--- src/hdl/tcd_pkg.sv ---
// shared constants for the training command decoder
package tcd_pkg;
    // command pattern on the first link edge, lines 4..0
    localparam logic [4:0] MPC_FIRST_CODE  = 5'h00;
    localparam logic [4:0] CAS2_FIRST_CODE = 5'h12;
    // seven-bit operand codes
    localparam logic [6:0] OP_FIFO_READ    = 7'h41;
    localparam logic [6:0] OP_READ_CAL     = 7'h43;
    localparam logic [6:0] OP_FIFO_WRITE   = 7'h47;
    localparam logic [6:0] OP_OSC_START    = 7'h4B;
    localparam logic [6:0] OP_OSC_STOP     = 7'h4D;
    localparam logic [6:0] OP_ZQ_START     = 7'h4F;
    localparam logic [6:0] OP_ZQ_LATCH     = 7'h51;
    localparam int         OP6_BIT         = 6;
    // burst lengths
    localparam logic [5:0] BURST_16        = 6'h10;
    localparam logic [5:0] BURST_32        = 6'h20;
    localparam logic [1:0] BL_CFG_32       = 2'h1;
    // leveling feedback window, ns and cycles at 125 MHz
    localparam real        CLK_PERIOD_NS   = 8.0;
    localparam real        LVL_FB_MAX_NS   = 20.0;
    localparam int         LVL_FB_MAX_CYC  =
        (int'(LVL_FB_MAX_NS / CLK_PERIOD_NS - 0.5) < 1) ? 1 :
        int'(LVL_FB_MAX_NS / CLK_PERIOD_NS - 0.5);
    // reset values
    localparam logic [7:0] LVL_DQ_RST      = 8'h00;
    localparam logic [1:0] SYNC_RST        = 2'h0;
    typedef enum logic [3:0] {
        TCD_IDLE = 4'b0001,
        TCD_MPC2 = 4'b0010,
        TCD_CAS1 = 4'b0100,
        TCD_CAS2 = 4'b1000
    } tcd_state_t;
    typedef enum logic [1:0] {
        TCD_PEND_RD  = 2'h0,
        TCD_PEND_CAL = 2'h1,
        TCD_PEND_WR  = 2'h2
    } tcd_pend_t;
endpackage : tcd_pkg

--- src/hdl/tcd_lvl_if.sv ---
// link between decoder and leveling feedback unit
`timescale 1ns/1ps
interface tcd_lvl_if;
    logic strobe_rise;
    logic clk_level;
    logic active;
    logic [7:0] dq;
    logic       dq_oe_n;
    modport ctrl (output strobe_rise, output clk_level, output active,
                  input dq, input dq_oe_n);
    modport lvl  (input strobe_rise, input clk_level, input active,
                  output dq, output dq_oe_n);
endinterface : tcd_lvl_if

--- src/hdl/tcd_level_fb.sv ---
// write leveling feedback: clock level caught on strobe rise
`timescale 1ns/1ps
module tcd_level_fb (
    // system
    input  wire logic clk_i,
    input  wire logic rst_i,
    // decoder side
    tcd_lvl_if.lvl    lvl
);
    logic [7:0] dq_r;
    logic       oe_n_r;

    // every bit of the lane returns the same sampled level
    always_ff @(posedge clk_i or posedge rst_i) begin
        if (rst_i) begin
            dq_r <= tcd_pkg::LVL_DQ_RST;
        end else if (lvl.active && lvl.strobe_rise) begin
            dq_r <= {8{lvl.clk_level}};
        end
    end

    // pins driven only while leveling; enable is active low
    always_ff @(posedge clk_i or posedge rst_i) begin
        if (rst_i) begin
            oe_n_r <= 1'b1;
        end else begin
            oe_n_r <= ~lvl.active;
        end
    end

    assign lvl.dq      = dq_r;
    assign lvl.dq_oe_n = oe_n_r;

    level_copy_a: assert property (@(posedge clk_i) disable iff (rst_i)
        lvl.active && lvl.strobe_rise |=> dq_r == {8{$past(lvl.clk_level)}})
        else $error("leveling feedback not the sampled clock level");
    level_hold_a: assert property (@(posedge clk_i) disable iff (rst_i)
        !lvl.strobe_rise |=> $stable(dq_r))
        else $error("leveling feedback changed without strobe edge");
endmodule : tcd_level_fb

--- src/hdl/tcd_decoder.sv ---
// training command decoder with write leveling feedback
// Behaviour
// - leveling survives link clock stop or change
// - feedback appears four clk edges (24 to 32 ns) after strobe
// - multipurpose command spans two rising edges
// - operand bit six low means no-operation
// - latency counts from column second-half second edge
// - oscillator and calibration commands run alone
// - decode fifo read, read calibration, fifo write
// - decode oscillator stop, calibration start, latch
// - fifo trainings always use burst sixteen
// - leveling mode follows mode bit seven
// - strobe rise samples clock onto lane
`timescale 1ns/1ps
module tcd_decoder (
    // system
    input  wire logic       clk_i,
    input  wire logic       rst_i,
    // command pins from the controller
    input  wire logic       clock_pos_phase_i,
    input  wire logic       cke_i,
    input  wire logic       cs_i,
    input  wire logic [5:0] cmd_addr_lines_i,
    input  wire logic       strobe_i,
    // mode state
    input  wire logic       leveling_mode_bit_i,
    input  wire logic [1:0] burst_config_i,
    // training actions, one-cycle pulses
    output logic            fifo_read_o,
    output logic            read_cal_o,
    output logic            fifo_write_o,
    output logic [5:0]      burst_length_o,
    output logic            osc_start_o,
    output logic            osc_stop_o,
    output logic            zq_start_o,
    output logic            zq_latch_o,
    output logic            pairing_err_o,
    // leveling
    output logic            leveling_active_o,
    output logic [7:0]      level_dq_o,
    output logic            level_dq_oe_n_o
);
    localparam int NSYNC = 11;

    logic [NSYNC-1:0] meta_r;
    logic [NSYNC-1:0] sync_r;
    logic             ck_prev_r;
    logic             dqs_prev_r;
    logic             link_rise;
    logic             cmd_cke;
    logic             cmd_cs;
    logic [5:0]       cmd_ca;
    logic [6:0]       opcode;
    logic             op6_r;
    tcd_pkg::tcd_state_t state_r;
    tcd_pkg::tcd_state_t state_nxt;
    tcd_pkg::tcd_pend_t  pend_r;
    logic             lvl_r;

    tcd_lvl_if lvl_link ();

    // every pin but burst_config_i passes two flops before any logic reads it
    always_ff @(posedge clk_i or posedge rst_i) begin
        if (rst_i) begin
            meta_r     <= '0;
            sync_r     <= '0;
            ck_prev_r  <= 1'b0;
            dqs_prev_r <= 1'b0;
        end else begin
            meta_r     <= {leveling_mode_bit_i, strobe_i, cmd_addr_lines_i,
                           cs_i, cke_i, clock_pos_phase_i};
            sync_r     <= meta_r;
            ck_prev_r  <= sync_r[0];
            dqs_prev_r <= sync_r[9];
        end
    end

    assign cmd_cke = sync_r[1];
    assign cmd_cs  = sync_r[2];
    assign cmd_ca  = sync_r[8:3];

    // no edge means no action: a halted link clock just pauses us
    assign link_rise = sync_r[0] & ~ck_prev_r;
    assign opcode    = {op6_r, cmd_ca};

    // leveling level follows the mode bit only, never a timeout
    always_ff @(posedge clk_i or posedge rst_i) begin
        if (rst_i) begin
            lvl_r <= 1'b0;
        end else begin
            lvl_r <= sync_r[10];
        end
    end

    always_comb begin
        state_nxt = state_r;
        if (link_rise) begin
            case (state_r)
                tcd_pkg::TCD_IDLE: begin
                    if (cmd_cke && cmd_cs &&
                        cmd_ca[4:0] == tcd_pkg::MPC_FIRST_CODE) begin
                        state_nxt = tcd_pkg::TCD_MPC2;
                    end
                end
                tcd_pkg::TCD_MPC2: begin
                    state_nxt = tcd_pkg::TCD_IDLE;
                    if (cmd_cke && !cmd_cs &&
                        (opcode == tcd_pkg::OP_FIFO_READ ||
                         opcode == tcd_pkg::OP_READ_CAL ||
                         opcode == tcd_pkg::OP_FIFO_WRITE)) begin
                        state_nxt = tcd_pkg::TCD_CAS1;
                    end
                end
                tcd_pkg::TCD_CAS1: begin
                    if (cmd_cke && cmd_cs &&
                        cmd_ca[4:0] == tcd_pkg::CAS2_FIRST_CODE) begin
                        state_nxt = tcd_pkg::TCD_CAS2;
                    end else begin
                        state_nxt = tcd_pkg::TCD_IDLE;
                    end
                end
                tcd_pkg::TCD_CAS2: state_nxt = tcd_pkg::TCD_IDLE;
                default:           state_nxt = tcd_pkg::TCD_IDLE;
            endcase
        end
    end

    always_ff @(posedge clk_i or posedge rst_i) begin
        if (rst_i) begin
            state_r <= tcd_pkg::TCD_IDLE;
        end else begin
            state_r <= state_nxt;
        end
    end

    // operand bit six is caught on the first edge only
    always_ff @(posedge clk_i or posedge rst_i) begin
        if (rst_i) begin
            op6_r <= 1'b0;
        end else if (link_rise && state_r == tcd_pkg::TCD_IDLE) begin
            op6_r <= cmd_ca[5];
        end
    end

    always_ff @(posedge clk_i or posedge rst_i) begin
        if (rst_i) begin
            pend_r <= tcd_pkg::TCD_PEND_RD;
        end else if (link_rise && state_r == tcd_pkg::TCD_MPC2) begin
            case (opcode)
                tcd_pkg::OP_FIFO_READ:  pend_r <= tcd_pkg::TCD_PEND_RD;
                tcd_pkg::OP_READ_CAL:   pend_r <= tcd_pkg::TCD_PEND_CAL;
                tcd_pkg::OP_FIFO_WRITE: pend_r <= tcd_pkg::TCD_PEND_WR;
                default:                pend_r <= pend_r;
            endcase
        end
    end

    // column second-half operands are not checked; they must be low
    // trainings fire on the second edge so latency counts from it
    always_ff @(posedge clk_i or posedge rst_i) begin
        if (rst_i) begin
            fifo_read_o    <= 1'b0;
            read_cal_o     <= 1'b0;
            fifo_write_o   <= 1'b0;
            burst_length_o <= '0;
        end else begin
            fifo_read_o    <= 1'b0;
            read_cal_o     <= 1'b0;
            fifo_write_o   <= 1'b0;
            burst_length_o <= '0;
            if (link_rise && state_r == tcd_pkg::TCD_CAS2) begin
                case (pend_r)
                    tcd_pkg::TCD_PEND_RD: begin
                        fifo_read_o    <= 1'b1;
                        burst_length_o <= tcd_pkg::BURST_16;
                    end
                    tcd_pkg::TCD_PEND_WR: begin
                        fifo_write_o   <= 1'b1;
                        burst_length_o <= tcd_pkg::BURST_16;
                    end
                    default: begin
                        read_cal_o     <= 1'b1;
                        burst_length_o <=
                            (burst_config_i == tcd_pkg::BL_CFG_32) ?
                            tcd_pkg::BURST_32 : tcd_pkg::BURST_16;
                    end
                endcase
            end
        end
    end

    // stand-alone commands act on the second edge of the command
    always_ff @(posedge clk_i or posedge rst_i) begin
        if (rst_i) begin
            osc_start_o <= 1'b0;
            osc_stop_o  <= 1'b0;
            zq_start_o  <= 1'b0;
            zq_latch_o  <= 1'b0;
        end else begin
            osc_start_o <= 1'b0;
            osc_stop_o  <= 1'b0;
            zq_start_o  <= 1'b0;
            zq_latch_o  <= 1'b0;
            if (link_rise && state_r == tcd_pkg::TCD_MPC2 &&
                cmd_cke && !cmd_cs && op6_r) begin
                case (opcode)
                    tcd_pkg::OP_OSC_START: osc_start_o <= 1'b1;
                    tcd_pkg::OP_OSC_STOP:  osc_stop_o  <= 1'b1;
                    tcd_pkg::OP_ZQ_START:  zq_start_o  <= 1'b1;
                    tcd_pkg::OP_ZQ_LATCH:  zq_latch_o  <= 1'b1;
                    default:               zq_latch_o  <= 1'b0;
                endcase
            end
        end
    end

    // a broken pair is dropped, flagged for one cycle
    always_ff @(posedge clk_i or posedge rst_i) begin
        if (rst_i) begin
            pairing_err_o <= 1'b0;
        end else begin
            pairing_err_o <= link_rise && state_r == tcd_pkg::TCD_CAS1 &&
                             state_nxt == tcd_pkg::TCD_IDLE;
        end
    end

    assign lvl_link.strobe_rise = sync_r[9] & ~dqs_prev_r;
    assign lvl_link.clk_level   = sync_r[0];
    assign lvl_link.active      = lvl_r;

    tcd_level_fb u_level_fb (
        .clk_i (clk_i),
        .rst_i (rst_i),
        .lvl   (lvl_link.lvl)
    );

    always_ff @(posedge clk_i or posedge rst_i) begin
        if (rst_i) begin
            leveling_active_o <= 1'b0;
            level_dq_o        <= tcd_pkg::LVL_DQ_RST;
            level_dq_oe_n_o   <= 1'b1;
        end else begin
            leveling_active_o <= lvl_r;
            level_dq_o        <= lvl_link.dq;
            level_dq_oe_n_o   <= lvl_link.dq_oe_n;
        end
    end

    mpc_second_a: assert property (@(posedge clk_i) disable iff (rst_i)
        state_r == tcd_pkg::TCD_MPC2 |-> $past(state_r) == tcd_pkg::TCD_IDLE
        || $past(state_r) == tcd_pkg::TCD_MPC2)
        else $error("second command edge without first");
    nop_quiet_a: assert property (@(posedge clk_i) disable iff (rst_i)
        link_rise && state_r == tcd_pkg::TCD_MPC2 && !op6_r
        |=> state_r == tcd_pkg::TCD_IDLE && !osc_stop_o && !zq_start_o)
        else $error("no-operation command took action");
    pair_cas_a: assert property (@(posedge clk_i) disable iff (rst_i)
        fifo_write_o |-> $past(state_r) == tcd_pkg::TCD_CAS2)
        else $error("fifo write issued without paired command");
    fifo_burst_a: assert property (@(posedge clk_i) disable iff (rst_i)
        fifo_read_o || fifo_write_o |-> burst_length_o == 6'h10)
        else $error("fifo training burst not sixteen");
    osc_stop_a: assert property (@(posedge clk_i) disable iff (rst_i)
        link_rise && state_r == tcd_pkg::TCD_MPC2 && cmd_cke && !cmd_cs
        && opcode == 7'h4D |=> osc_stop_o && state_r == tcd_pkg::TCD_IDLE)
        else $error("oscillator stop not decoded");
    rsvd_idle_a: assert property (@(posedge clk_i) disable iff (rst_i)
        link_rise && state_r == tcd_pkg::TCD_MPC2 && opcode == 7'h45
        |=> state_r == tcd_pkg::TCD_IDLE && $stable(pend_r) ##1
        !(fifo_read_o || read_cal_o || fifo_write_o))
        else $error("reserved opcode changed state");
    lvl_follow_a: assert property (@(posedge clk_i) disable iff (rst_i)
        leveling_mode_bit_i |-> ##4 leveling_active_o || $fell(sync_r[10]))
        else $error("leveling mode did not follow mode bit");
    stop_hold_a: assert property (@(posedge clk_i) disable iff (rst_i)
        !link_rise |=> state_r == $past(state_r))
        else $error("state moved with no link clock edge");
    lat_edge_a: assert property (@(posedge clk_i) disable iff (rst_i)
        link_rise && state_r == tcd_pkg::TCD_CAS2
        |=> fifo_read_o || read_cal_o || fifo_write_o)
        else $error("training not fired on second edge");
endmodule : tcd_decoder

--- config.mk ---
export PLATFORM = sky130hd
export DESIGN_NAME = tcd_decoder
export DESIGN_NICKNAME = d
export VERILOG_FILES = /design/src/hdl/tcd_pkg.sv /design/src/hdl/tcd_lvl_if.sv /design/src/hdl/tcd_level_fb.sv /design/src/hdl/tcd_decoder.sv
export SDC_FILE = /design/constraint.sdc
export NUM_CORES = 1
export LEC_CHECK = 0
export BUFFER_PORTS_ARGS = -buffer_cell sky130_fd_sc_hd__buf_4
export CORE_MARGIN = 2
export CORE_UTILIZATION = 47
export DETAILED_ROUTE_END_ITERATION = 12
export HOLD_SLACK_MARGIN = 0.02
export PLACE_DENSITY = 0.8
export SYNTH_ARGS = -nofsm -noshare
export SYNTH_HDL_FRONTEND = slang
export SYNTH_SLANG_ARGS = --single-unit
--- constraint.sdc ---
create_clock -name clk_i -period 1.5 [get_ports clk_i]
set_input_delay 0.15 -clock clk_i [delete_from_list [all_inputs] [get_ports clk_i]]
set_output_delay 0.15 -clock clk_i [all_outputs]
set_load 0.005 [all_outputs]
==> qor.csv, run 1 <==
metric,value,unit
place_congestion,0.781,
grt-ovfl-total,0,
max_freq,671,MHz
syn_avg_cell_area,14.1,um2
layout_common_cells,"dfrtp_1, buf_4, dlygate4sd3_1, nand2_1, nor2_1",
power_density,969,nW/um2
synth_ff_type,dfrtp_1,
fin_hold_ws,0.364,ns
min_path_type,reg2reg,
cts.path.max_buffers,2,
postRouteAntennaNets,0,
skew,0.0128,ns
grt_pass1_vias,1120,
cts_sinks,47,
wirelength,3.14,mm
met1_usage,18.1,%
leakagePower,1.08,nW
first_iter_violations,22,
drc,0,
worst_setup_path_start_kind,register,
synth_warnings,0,
gr-usage-met2,29.0,%
rows,21,
routedWlPerCell,13.9,um
die_w,64.4,um
ios,39,
setup.worst_path.end_class,register,
netlist_instances,122,
critPathKind,reg2reg,
synth-edff-count,0,
cts_made_buffers,5,
setup_viol,0,
post_cts_buffers,0,
clk_pin_slew,0.13,ns
tns,0,ns
vias,1117,
path_max_fanout,5,
cts_tree,yes,
final_common_cell,dfrtp_1,
syn_area,1720,um2
fill_cells,247,
grt_pass1_wl,5.00,mm
insertion_delay,0.36,ns
drive_gt1_share,38.9,%
slew_violations,0,
ys_seq_area_share,68.7,%
viasPerCell,4.94,
use_met3,5.90,%
firstDrtPassIters,4,
hold_viol_final,0,
cp_data_arrival_time,1.75,ns
grt_max_degree,48,
antenna_cells,0,
dieHeight,64.4,um
grt_antenna_before_repair,0,
async_flop_share,100,%
rsz0062_at_grt,yes,
dieArea,4150,um2
grt_usage,16.6,%
ir_drop,0.834,mV
nets,194,
dp.cells,204,
start_util,50.3,%
synth_cell_type_count,34,
ys_ff_latch,47,
status,"finished, final reports clean",
syn_to_final_growth,33.5,%
root_buffer,clkbuf_4,
cap_violations,0,
h-tree-depth,2,
dpl.hpwl,2.08,mm
busiest_layer,met2,
fin_cells,226,
period_needed,1.49,ns
fp.coreArea,3420,um2
dpl-instance-area,2050,um2
io_buffers,34,
final_area,2290,um2
period_share,99.4,%
worstPathRequired,1.76,ns
-- metrics by stage --
| step | utilization (%) | worst slack [ns] | power (mW) |
|---|---|---|---|
| 2_1_floorplan | - | 0.0695 | 1.50 |
| 3_3_place_gp | 59.9 | 0.0830 | 1.57 |
| 3_5_place_dp | 59.9 | 0.0141 | 1.58 |
| 4_1_cts | 66.2 | 0.00528 | 2.24 |
| 5_1_grt | 67.1 | -0.0501 | 2.33 |
| 6_report | 67.1 | 0.00931 | 2.22 |
-- cells in the mapped netlist (2+ instances only) --
cell type  count  area (um2)
nor4b_1        2        17.5
nand2_1       11        41.3
nand3_1        2        10.0
nor4bb_1       2        20.0
nor2_1         7        26.3
o221ai_1       2        17.5
nor3_1         2        10.0
inv_1          6        22.5
o31ai_1        2        15.0
buf_4         11        82.6
nand2b_1       4        25.0
nor3b_2        2        25.0
dfrtp_1       44        1100
o21ai_0        2        10.0
dfstp_2        3        78.8
mux2_2         2        22.5
-- registers in the layout, summed over array words and instances (netlist names) --
register / count
meta_r: 11
sync_r: 11
state_r: 4
burst_length_o: 2
pend_r: 2
ck_prev_r: 1
dqs_prev_r: 1
fifo_read_o: 1
fifo_write_o: 1
level_dq_o: 1
level_dq_oe_n_o: 1
leveling_active_o: 1
lvl_link.active: 1
op6_r: 1
osc_start_o: 1
osc_stop_o: 1
pairing_err_o: 1
read_cal_o: 1
u_level_fb.lvl.dq: 1
u_level_fb.lvl.dq_oe_n: 1
zq_latch_o: 1
zq_start_o: 1
-- path summary, 6_finish.rpt --
kind                                start                 to  slack, ns  depth (start not counted)
worst min register to register  meta_r[8]          sync_r[8]       0.36                          0
max in group asynchronous           rst_i         state_r[0]       0.86                          4
min in group asynchronous           rst_i        osc_start_o       0.37                          4
worst min-delay path            meta_r[8]          sync_r[8]       0.36                          0
worst max-delay path            sync_r[0]  burst_length_o[5]      0.009                          3
worst max register to register  sync_r[0]  burst_length_o[5]      0.009                          3
-- cell families after synthesis --
family                    count (synthesis)  share of synthesized area (%)
AOI/OAI and AO/OA                        11                           5.10
xor gates and xnor gates                  1                          0.510
buffers and inverters                    17                           6.12
DFF                                      47                           68.7
muxes                                     2                           1.31
other                                     1                          0.218
and+or+nand+nor                          43                           18.0
-- layout make-up --
cell class                 instances  area [um2]  share of cell area [%]
sequential                        47        1180                    51.5
timing repair buffer              58         483                    21.1
multi-input combinational         61         482                    21.0
tap                               46        57.6                    2.51
clock buffer                       6        51.3                    2.24
inverter                           6        22.5                   0.983
clock inverter                     2        16.3                   0.710
-- power breakdown --
| group | switching, mW | leakage, nW | internal [mW] |
|---|---|---|---|
| Sequential | 0.0346 | 0.580 | 1.32 |
| Combinational | 0.0923 | 0.463 | 0.145 |
| Clock | 0.397 | 0.0345 | 0.231 |
-- layer usage --
metal  up-vias  wire (um)
met3         9        199
met2        47       1620
met1       542       1250
li1        519          -
met5         -          0
met4         0         76
-- repair_timing --
item                                    in CTS  in global routing
gates resized for setup                      1                  7
hold buffers                                14                  0
hold endpoints to repair                    57                  0
endpoints found under the setup margin       2                  9
pin swaps                                    0                  2
-- worst max-delay path, stage by stage, from the launching register on --
cell and delay, ns:
dfrtp_1 0.45, nor3b_4 0.31, nand3_1 0.25, nor4b_1 0.37
(Power assumes the default switching activity.)
==> run 2: changes to the inputs <==
Settings changed: BUFFER_PORTS_ARGS -buffer_cell sky130_fd_sc_hd__buf_4 to unset, CORE_UTILIZATION 47 to 54, DONT_BUFFER_PORTS set to 1, PLACE_DENSITY 0.8 to 0.78.
==> run 2 against run 1 <==
  * Sequential share of layout area increased by 7.2 points
  * Register-to-register slack hardly changed
  * Sequential power about the same
  * Largest cell class unchanged
  * Via count shrank 13%
  * Hold slack lost 0.11 ns
==> qor.csv, run 2 (synthesized netlist as in run 1, its figures left out) <==
metric,value,unit,change
setup_viol,0,,unchanged
final_common_cell,dfrtp_1,,
critPathLaunch,state_r[1],,
clk_pin_slew,0.13,ns,about the same
syn_to_final_growth,17.5,%,
dieHeight,60.4,um,-6.3%
drc,0,,unchanged
die_w,60.4,um,-6.3%
timing.rr.start,state_r[1],,
wirelength,2.43,mm,-23%
skew,0.0114,ns,-0.00139 ns
grt_antenna_before_repair,0,,unchanged
rsz0062_at_grt,yes,,
routedWlPerCell,12.8,um,-8.1%
hold_viol_final,0,,unchanged
postRouteAntennaNets,0,,unchanged
ios,39,,unchanged
cts.path.max_buffers,2,,unchanged
power.total,2.15,mW,-3.4%
ir_drop,0.664,mV,-20%
drive_gt1_share,26.0,%,-13 points
slew_violations,0,,unchanged
top_regs,"meta_r x11, sync_r x11, state_r x4",,
dpl.hpwl,1.67,mm,-20%
grt-ovfl-total,0,,unchanged
cp_data_arrival_time,1.77,ns,+0.02 ns
fp.coreArea,3030,um2,-11%
fill_cells,218,,-12%
vias,970,,-13%
first_iter_violations,45,,+100%
rows,20,,-4.8%
tns,0,ns,unchanged
cap_violations,0,,unchanged
h-tree-depth,2,,unchanged
critPathKind,reg2reg,,
final_area,2020,um2,-12%
nets,160,,-18%
period_needed,1.48,ns,-0.00821 ns
cts_tree,yes,,
max_freq,675,MHz,+0.55%
viasPerCell,5.11,,+3.3%
start_util,56.7,%,+6.4 points
io_buffers,0,,-100%
worstPathRequired,1.79,ns,+0.03 ns
power_density,1060,nW/um2,+9.8%
path_max_fanout,7,,+2
dieArea,3650,um2,-12%
leakagePower,0.889,nW,-17%
place_congestion,0.781,,about the same
grt_max_degree,25,,-48%
min_path_type,in2async,,
root_buffer,clkbuf_4,,
worst_setup_path_start_kind,register,,
layout_common_cells,"dfrtp_1, dlygate4sd3_1, nand2_1, buf_4, nor2_1",,
antenna_cells,0,,unchanged
dpl-instance-area,1780,um2,-13%
firstDrtPassIters,4,,unchanged
grt_usage,16.2,%,-0.34 points
period_share,98.8,%,-0.55 points
cts_made_buffers,5,,unchanged
insertion_delay,0.36,ns,about the same
cts_sinks,47,,unchanged
grt_pass1_vias,971,,-13%
grt_pass1_wl,4.20,mm,-16%
status,"finished, final reports clean",,
setup.worst_path.end_class,register,,
final_util,66.6,%,-0.49 points
==> run 2: power by group <==
group	switching, mW	internal (mW)
Clock	0.376	0.274
Sequential	0.0426	1.32
Combinational	0.0617	0.0707
Total	0.481	1.67
==> run 2: through the flow <==
stage / hold WS (ns) / cells / setup WS [ns]
3_3_place_gp: 0.0882 / 167 / 0.0397
2_1_floorplan: 0.181 / 125 / 0.0695
5_1_grt: 0.290 / 190 / -0.0640
4_1_cts: 0.274 / 189 / 0.0113
3_5_place_dp: 0.0969 / 167 / 0.0254
6_report: 0.256 / 190 / 0.0175
==> run 2: layer usage <==
layer	share of wire [%]	global-route usage, %
met5	0	0
met4	1.5	6.67
met3	6.0	5.76
met2	49	25.8
met1	43	20.4
==> run 2: final timing paths <==
kind | endpoint | slack (ns) | cells past startpoint
max | state_r[0] | 0.02 | 4
min | burst_length_o[5] | 0.26 | 2
max reg2reg | state_r[0] | 0.02 | 4
min reg2reg | sync_r[9] | 0.36 | 0
max in group asynchronous | sync_r[5] | 0.74 | 3
min in group clk_i | meta_r[6] | 0.34 | 1
==> run 2: area by class of cell <==
class                      count  area [um2]  share of cell area (%)
clock inverter                 1        7.51                   0.372
inverter                       6        22.5                    1.12
timing repair buffer          24         228                    11.3
tap                           44        55.1                    2.73
clock buffer                   7        65.1                    3.23
multi-input combinational     61         455                    22.6
sequential                    47        1180                    58.7
==> run 2: what timing repair did <==
action | CTS | global route
endpoints found under the setup margin | 1 | 9
gates resized for setup | 2 | 3
hold buffers | 14 | 0
setup buffers | 0 | 1
hold endpoints to repair | 33 | 0
==> run 2: worst max-delay path, cell delays in order (launching register included) <==
cell       delay [ns]
dfrtp_2          0.47
or4b_4           0.55
a2bb2oi_1        0.15
o221ai_1         0.15
o221ai_1         0.10
